===== config.mk =====
export PLATFORM = sky130hd
export DESIGN_NAME = dsa_sequencer
export DESIGN_NICKNAME = d
export VERILOG_FILES = /design/src/inc/dsa_pkg.sv /design/src/hdl/dsa_sequencer.sv
export SDC_FILE = /design/constraint.sdc
export NUM_CORES = 1
export LEC_CHECK = 0
export ABC_AREA = 1
export BUFFER_PORTS_ARGS = -buffer_cell sky130_fd_sc_hd__buf_2
export CORE_MARGIN = 1
export CORE_UTILIZATION = 40
export CTS_CLUSTER_DIAMETER = 200
export DETAILED_ROUTE_END_ITERATION = 6
export SYNTH_ARGS = -nofsm -noshare
export SYNTH_HDL_FRONTEND = slang
export SYNTH_SLANG_ARGS = --single-unit

===== constraint.sdc =====
create_clock -name ref_clk -period 6.5 [get_ports ref_clk]
set_clock_uncertainty 0.1 [all_clocks]
set_input_delay 0.65 -clock ref_clk [delete_from_list [all_inputs] [get_ports ref_clk]]
set_output_delay 0.65 -clock ref_clk [all_outputs]
set_load 0.02 [all_outputs]

===== src/inc/dsa_pkg.sv =====
// Purpose: Shared constants for the dual-slope converter sequencer
// Assumes: Five-digit packed BCD count, one oscillator clock
// Notes:   Counts are packed BCD so compares read as decimal
package dsa_pkg;

  localparam int unsigned OSC_HZ      = 40_000_000;
  localparam int unsigned CNT_W       = 20;
  localparam int unsigned NUM_DIGITS  = 5;
  localparam int unsigned CODE_W      = 7;
  localparam int unsigned RESULT_W    = 17;

  // Phase boundaries as packed BCD
  localparam logic [19:0] CNT_HOLD    = 20'h20000;
  localparam logic [19:0] CNT_AZ_END  = 20'h30000;
  localparam logic [19:0] CNT_IN_LAST = 20'h39999;
  localparam logic [19:0] CNT_REF_MAX = 20'h19999;
  localparam logic [19:0] CNT_ZERO    = 20'h00000;

  // Hold mode trigger poll period, oscillator pulses
  localparam int unsigned HOLD_POLL   = 4000;
  localparam logic [11:0] HOLD_LAST   = 12'(HOLD_POLL - 1);

  // Display scan divider, oscillator pulses per digit
  localparam int unsigned SCAN_DIV    = 200;
  localparam logic [7:0]  SCAN_LAST   = 8'(SCAN_DIV - 1);
  localparam logic [2:0]  DIG_LAST    = 3'h4;

  localparam logic [6:0]  BCD_BLANK   = 7'h0f;
  localparam logic [6:0]  SEG_BLANK   = 7'h00;
  localparam logic [6:0]  SEG_MINUS   = 7'h40;

  // Gray ordered along auto-zero, input, reference
  typedef enum logic [1:0] {
    PH_AUTO_ZERO = 2'h0,
    PH_INT_IN    = 2'h1,
    PH_INT_REF   = 2'h3,
    PH_HOLD      = 2'h2
  } dsa_phase_type;

endpackage : dsa_pkg


===== src/hdl/dsa_sequencer.sv =====
// Purpose: Control and readout for a dual-slope integrating converter
// Assumes: ref_clk is the oscillator, driven or free-running
// Notes:   Pins trigger, comp_out and seg_mode pass two flops first
`timescale 1ns/100ps

module dsa_sequencer (
  input  wire logic                         ref_clk,
  input  wire logic                         rst_n,
  input  wire logic                         trigger,
  input  wire logic                         comp_out,
  input  wire logic                         seg_mode,
  output logic                              ctl_sel0,
  output logic                              ctl_sel1,
  output logic [dsa_pkg::CODE_W-1:0]        digit_code,
  output logic [dsa_pkg::NUM_DIGITS-1:0]    digit_en,
  output logic                              sign_out,
  output logic                              over_range,
  output logic                              result_strobe
);
  import dsa_pkg::*;

  typedef struct packed {
    logic [1:0]            trig_sync;
    logic [1:0]            comp_sync;
    logic [1:0]            mode_sync;
    logic                  half_en;
    dsa_phase_type         phase;
    logic [CNT_W-1:0]      count;
    logic [11:0]           hold_cnt;
    logic                  polarity;
    logic [RESULT_W-1:0]   result;
    logic                  res_sign;
    logic                  res_over;
    logic [7:0]            scan_cnt;
    logic [2:0]            scan_pos;
    logic                  sel0;
    logic                  sel1;
    logic [CODE_W-1:0]     code;
    logic [NUM_DIGITS-1:0] den;
    logic                  sign;
    logic                  over;
    logic                  strobe;
  } dsa_state_type;

  dsa_state_type st;
  dsa_state_type next_st;

  // Active-high segments g..a
  function automatic logic [6:0] seg_of(input logic [3:0] d);
    logic [6:0] s;
    s = SEG_BLANK;
    case (d)
      4'h0: s = 7'h3f;
      4'h1: s = 7'h06;
      4'h2: s = 7'h5b;
      4'h3: s = 7'h4f;
      4'h4: s = 7'h66;
      4'h5: s = 7'h6d;
      4'h6: s = 7'h7d;
      4'h7: s = 7'h07;
      4'h8: s = 7'h7f;
      4'h9: s = 7'h6f;
      default: s = SEG_BLANK;
    endcase
    return s;
  endfunction : seg_of

  logic                  trig_s;
  logic                  comp_s;
  logic                  mode_s;
  logic [3:0]            cur_digit;
  logic                  cur_blank;
  logic                  crossed;
  wire  [CNT_W-1:0]      count_inc;
  wire  [NUM_DIGITS:0]   inc_carry;
  wire  [3:0]            shown [NUM_DIGITS];
  wire  [NUM_DIGITS-1:0] blank_of;
  wire  [NUM_DIGITS-1:0] strobe_of;

  assign trig_s = st.trig_sync[1];
  assign comp_s = st.comp_sync[1];
  assign mode_s = st.mode_sync[1];
  // Integrator back at zero once comparator leaves the sampled polarity
  assign crossed = (comp_s != st.polarity);

  // Packed BCD increment, one carry stage per decade
  assign inc_carry[0] = 1'b1;

  for (genvar g = 0; g < NUM_DIGITS; g++) begin : gen_decade
    logic [3:0] dec;
    logic [3:0] dec_next;
    logic       at_nine;

    assign dec     = st.count[g*4 +: 4];
    assign at_nine = (dec == 4'h9);

    always_comb begin
      if (!inc_carry[g]) begin
        dec_next = dec;
      end else if (at_nine) begin
        dec_next = 4'h0;
      end else begin
        dec_next = dec + 4'h1;
      end
    end

    assign inc_carry[g+1]      = inc_carry[g] & at_nine;
    assign count_inc[g*4 +: 4] = dec_next;
  end : gen_decade

  // Each display position prepared once; the scan only selects
  for (genvar p = 0; p < NUM_DIGITS; p++) begin : gen_pos
    if (p == NUM_DIGITS - 1) begin : gen_half
      // Half digit stays lit so an over-range still reads
      assign shown[p]    = {3'h0, st.result[RESULT_W-1]};
      assign blank_of[p] = 1'b0;
    end else begin : gen_full
      assign shown[p]    = st.result[p*4 +: 4];
      assign blank_of[p] = st.res_over;
    end
    assign strobe_of[p] = (st.scan_pos == 3'(p));
  end : gen_pos

  always_comb begin
    next_st = st;
    cur_digit = 4'h0;
    cur_blank = 1'b0;

    next_st.trig_sync = {st.trig_sync[0], trigger};
    next_st.comp_sync = {st.comp_sync[0], comp_out};
    next_st.mode_sync = {st.mode_sync[0], seg_mode};
    next_st.strobe    = 1'b0;

    // Count enable on every second oscillator edge
    next_st.half_en = ~st.half_en;

    case (st.phase)
      PH_AUTO_ZERO: begin
        next_st.sel0 = 1'b0;
        next_st.sel1 = 1'b0;
        if (st.half_en) begin
          if (st.count == CNT_HOLD && !trig_s) begin
            next_st.phase    = PH_HOLD;
            next_st.hold_cnt = '0;
          end else if (count_inc == CNT_AZ_END) begin
            // Selects rise on the step that lands on the end count
            next_st.phase = PH_INT_IN;
            next_st.sel0  = 1'b1;
            next_st.sel1  = 1'b1;
            next_st.count = count_inc;
          end else begin
            next_st.count = count_inc;
          end
        end
      end
      PH_HOLD: begin
        // Counter frozen at the hold count while polling
        next_st.sel0 = 1'b0;
        next_st.sel1 = 1'b0;
        if (st.hold_cnt == HOLD_LAST) begin
          next_st.hold_cnt = '0;
          if (trig_s) begin
            next_st.phase = PH_AUTO_ZERO;
            next_st.count = count_inc;
          end
        end else begin
          next_st.hold_cnt = st.hold_cnt + 12'h001;
        end
      end
      PH_INT_IN: begin
        // Runs 30000..39999 then wraps, a fixed 10000 steps
        if (st.half_en) begin
          if (st.count == CNT_IN_LAST) begin
            next_st.count    = CNT_ZERO;
            next_st.phase    = PH_INT_REF;
            next_st.polarity = comp_s;
            next_st.sel0     = comp_s;
            next_st.sel1     = ~comp_s;
          end else begin
            next_st.count = count_inc;
          end
        end
      end

      PH_INT_REF: begin
        if (st.half_en) begin
          if (crossed) begin
            // Count taken on the step edge that sees the crossing
            next_st.result   = st.count[RESULT_W-1:0];
            next_st.res_sign = st.polarity;
            next_st.res_over = 1'b0;
            next_st.strobe   = 1'b1;
            next_st.phase    = PH_AUTO_ZERO;
            next_st.sel0     = 1'b0;
            next_st.sel1     = 1'b0;
            next_st.count    = count_inc;
          end else if (st.count == CNT_REF_MAX) begin
            // No crossing in a full span; restart at hold count
            next_st.result   = st.count[RESULT_W-1:0];
            next_st.res_sign = st.polarity;
            next_st.res_over = 1'b1;
            next_st.strobe   = 1'b1;
            next_st.phase    = PH_AUTO_ZERO;
            next_st.sel0     = 1'b0;
            next_st.sel1     = 1'b0;
            next_st.count    = count_inc;
          end else begin
            next_st.count = count_inc;
          end
        end
      end
      default: begin
        next_st.phase = PH_AUTO_ZERO;
        next_st.count = CNT_ZERO;
      end
    endcase

    // Display scan, one digit per 200 oscillator pulses
    if (st.scan_cnt == SCAN_LAST) begin
      next_st.scan_cnt = '0;
      if (st.scan_pos == DIG_LAST) begin
        next_st.scan_pos = '0;
      end else begin
        next_st.scan_pos = st.scan_pos + 3'h1;
      end
    end else begin
      next_st.scan_cnt = st.scan_cnt + 8'h01;
    end

    cur_digit = shown[st.scan_pos];
    cur_blank = blank_of[st.scan_pos];

    if (mode_s) begin
      next_st.code = cur_blank ? SEG_BLANK : seg_of(cur_digit);
    end else begin
      next_st.code = cur_blank ? BCD_BLANK : {3'h0, cur_digit};
    end
    next_st.den  = strobe_of;
    // Sign and flag move with the strobe, not a cycle later
    next_st.sign = next_st.res_sign;
    next_st.over = next_st.res_over;
  end

  // One oscillator domain for all sequencing
  always_ff @(posedge ref_clk or negedge rst_n) begin
    if (!rst_n) begin
      st <= '{
        trig_sync: 2'h0,
        comp_sync: 2'h0,
        mode_sync: 2'h0,
        half_en:   1'b0,
        phase:     PH_AUTO_ZERO,
        count:     CNT_ZERO,
        hold_cnt:  12'h000,
        polarity:  1'b0,
        result:    '0,
        res_sign:  1'b0,
        res_over:  1'b0,
        scan_cnt:  8'h00,
        scan_pos:  3'h0,
        sel0:      1'b0,
        sel1:      1'b0,
        code:      7'h00,
        den:       5'h00,
        sign:      1'b0,
        over:      1'b0,
        strobe:    1'b0
      };
    end else begin
      st <= next_st;
    end
  end

  assign ctl_sel0      = st.sel0;
  assign ctl_sel1      = st.sel1;
  assign digit_code    = st.code;
  assign digit_en      = st.den;
  assign sign_out      = st.sign;
  assign over_range    = st.over;
  assign result_strobe = st.strobe;

endmodule : dsa_sequencer


==> flow_summary.ini <==
[run_status]
status = finished with violations
violations = design-rule violations

[timing]
slew_viol_final = 0
setup_violations = 0
finalHoldViolCount = 0
worstMarginPinSlew_ps = 1070
rsz0062_at_grt = no
fin_crit_ps = 2610
fin_crit_sh_pct = 40.2
slew_headroom_pct = 28.2
fmax_ghz = 0.382
fin_setup_tns_ps = 0

[floorplanning]
rows = 39
ios = 22
dieArea_sq_um = 12400
die_h_microns = 111
core-area_sq_um = 11600
initial_core_util_pct = 41.4
die_w_microns = 111

[finish]
fill_cells = 1158
area_growth_pct = 8.31
diodes = 0
fin_nets = 623
drive_gt1_share_pct = 15.3
fin_area_sq_um = 5190

[synth]
yosys.area.top_type = dfrtp_1
synthMuxAreaShare_pct = 0
synth.avg_cell_area_sq_um = 8.06
seq_area_frac_synth_pct = 45.5
synth_cell_types = 41
synth_area_sq_um = 4790
synthAdderAreaFrac_pct = 3.40
yosysTopAreaCellShare_pct = 45.5
synth_nets = 612
synth_compound_area_share_pct = 13.2
synthSimpleGateAreaFrac_pct = 27.2
synth_top_family_by_area = simple AND/OR/NAND/NOR gates
netlist_top_cells_area = dfrtp_1 (45%), nand2_1 (11%), inv_1 (5.5%)
synth-seq-cells = 87
synth_xor_area_share_pct = 1.10
ys_warn_count = 0
syn_inst = 594

[power_and_ir_drop]
powerDensity_nw_per_um2 = 200
peakVddDrop_mv = 0.149
p_leak_nw = 2.42
total_power_w = 0.00104

[cts]
clk_latency_ps = 340
htreeDepth = 3
post_cts_resized = 0
cts_root_buffer = clkbuf_16
clock-sinks = 87
post-cts-setup-buffer-count = 0
cts_max_path_buffers = 2
postCtsHoldBufs = 0
cts_tree = yes
cts_buffers = 9
path_clk_slew_ps = 60

[placement]
globalplace.congestion = 0.889
place_area_sq_um = 4920
io_buffers = 21
dp_hpwl_microns = 6850

[detailed_routing]
drt-total-wl_microns = 9470
ant_nets = 0
vias = 3775
wl_per_cell_microns = 12.6
drtPass1Iterations = 6
drtIter0Drc = 287
routed_via_density = 5.02
drc = 6

[global_route]
grt_max_degree = 80
antenna_found_initial = 0
grt.total_usage_pct = 16.7
grt-ovfl-total = 0
grt_pass1_wl_microns = 16700
grt_pass1_vias = 3609

[worst_setup_path]
worst-setup-path-type = reg2reg
endpoint_kind = flop
path_max_fanout = 16
arrival_ps = 2770
cp-start-kind = flop
worstPathRequired_ps = 6660

[worst_hold_path]
hold_class = in2async

[job]
cap_violations = 0
## layer usage
layer  global-route usage, %  share of wire [%]  vias up
met1                    21.6                 48     1776
met4                    6.49                2.5        0
met5                       0                  0        -
met2                    27.4                 47       54
met3                    3.59                2.4       19
li1                        -                  -     1926
## Yosys cell counts
library cell	instances
o32ai_1	3
nand3_4	1
nor2_1	54
nand2_2	16
clkinv_1	2
o21ai_1	3
a31oi_1	1
nor2_4	6
o22ai_1	5
o21ai_2	18
or2_1	1
nor4_4	1
a32o_1	2
o21ai_0	51
nand4_1	9
xor2_1	5
o31ai_2	1
inv_4	1
xnor2_1	1
nor4_1	2
clkbuf_2	1
or2_2	1
nand3_2	1
inv_6	1
nor3_4	1
buf_4	12
a21boi_0	2
a21boi_1	2
and3_1	2
clkbuf_1	3
buf_6	4
dfrtp_1	87
ha_1	13
buf_2	2
inv_1	70
a21oi_1	16
nor3_1	7
nand3_1	33
nand2_1	144
nor2_2	5
inv_2	4
## layout make-up
| class | instances | area, sq um | share of cell area [%] |
|---|---|---|---|
| Sequential cell | 87 | 2180 | 42.0 |
| Multi-Input combinational cell | 407 | 2150 | 41.5 |
| Inverter | 78 | 300 | 5.79 |
| Clock buffer | 11 | 243 | 4.68 |
| Tap cell | 143 | 179 | 3.45 |
| Timing Repair Buffer | 22 | 115 | 2.22 |
| Clock inverter | 4 | 22.5 | 0.434 |
## worst max-delay path, stage by stage, from the launching register on
cell and delay (ps):
dfrtp_1 420, nor2_1 270, nand3_1 110, nor3_1 230
nand3_1 170, o31ai_2 880, nand3_1 150, a21boi_0 200
## kinds of logic (layout without fill, tap and decap cells)
group           count (synthesis)  count (layout)
compound gates                104             104
xor+xnor                        6               6
fa+ha+maj                      13              13
buf+inv                       100             115
flops                          87              87
simple gates                  284             284
## per-stage QoR
step                cells  util, %  setup WS [ps]  hold slack [ps]
detailed placement    737     42.6           3840              236
global placement      737     42.6           3930              236
finish                752     44.9           3890             21.2
global route          752     44.9           3690             17.0
floorplan             594        -           4440              231
CTS                   752     44.9           3870             16.8
## cells in the final DEF, fill, tap and decap left out, types with 3 or more instances in the layout
master	Yosys	final
a21oi_1	16	16
inv_2	4	4
nand4_1	9	9
clkbuf_16	0	9
buf_2	2	20
clkinv_2	0	3
nor3_1	7	7
ha_1	13	13
nor2_2	5	5
o32ai_1	3	3
nor2_1	54	54
nand2_1	144	144
o21ai_1	3	3
o21ai_0	51	51
nand3_1	33	33
inv_1	70	70
o21ai_2	18	18
xor2_1	5	5
dfrtp_1	87	87
o22ai_1	5	5
nor2_4	6	6
nand2_2	16	16
## power by group
group	switching (W)	leakage, nW	internal, W	total, W
sequential	0.00000114	1.15	0.000545	0.000546
combinational	0.0000155	1.13	0.00000385	0.0000193
clock	0.000206	0.131	0.000265	0.000471
## registers in the layout (all words and copies together), names as in the netlist
register        cells
comp_s              1
mode_s              1
gen_decade.dec     20
ctl_sel1            1
digit_code          7
next_st             3
shown              17
ctl_sel0            1
result_strobe       1
st                 28
over_range          1
sign_out            1
digit_en            5
## path summary, 6_finish.rpt
path / startpoint / to / slack (ps) / cells past startpoint
setup / recovery: gen_decade[4].dec[3] / st[57] / 3890 / 7
hold reg to reg: next_st[86] / comp_s / 250 / 0
setup reg to reg: gen_decade[4].dec[3] / st[57] / 3890 / 7
max in group asynchronous: rst_n / st[49] / 5100 / 2
min in group ref_clk: next_st[86] / comp_s / 250 / 0
hold / removal: rst_n / st[25] / 20 / 1
Note: power is estimated with default switching activity, not from simulation.
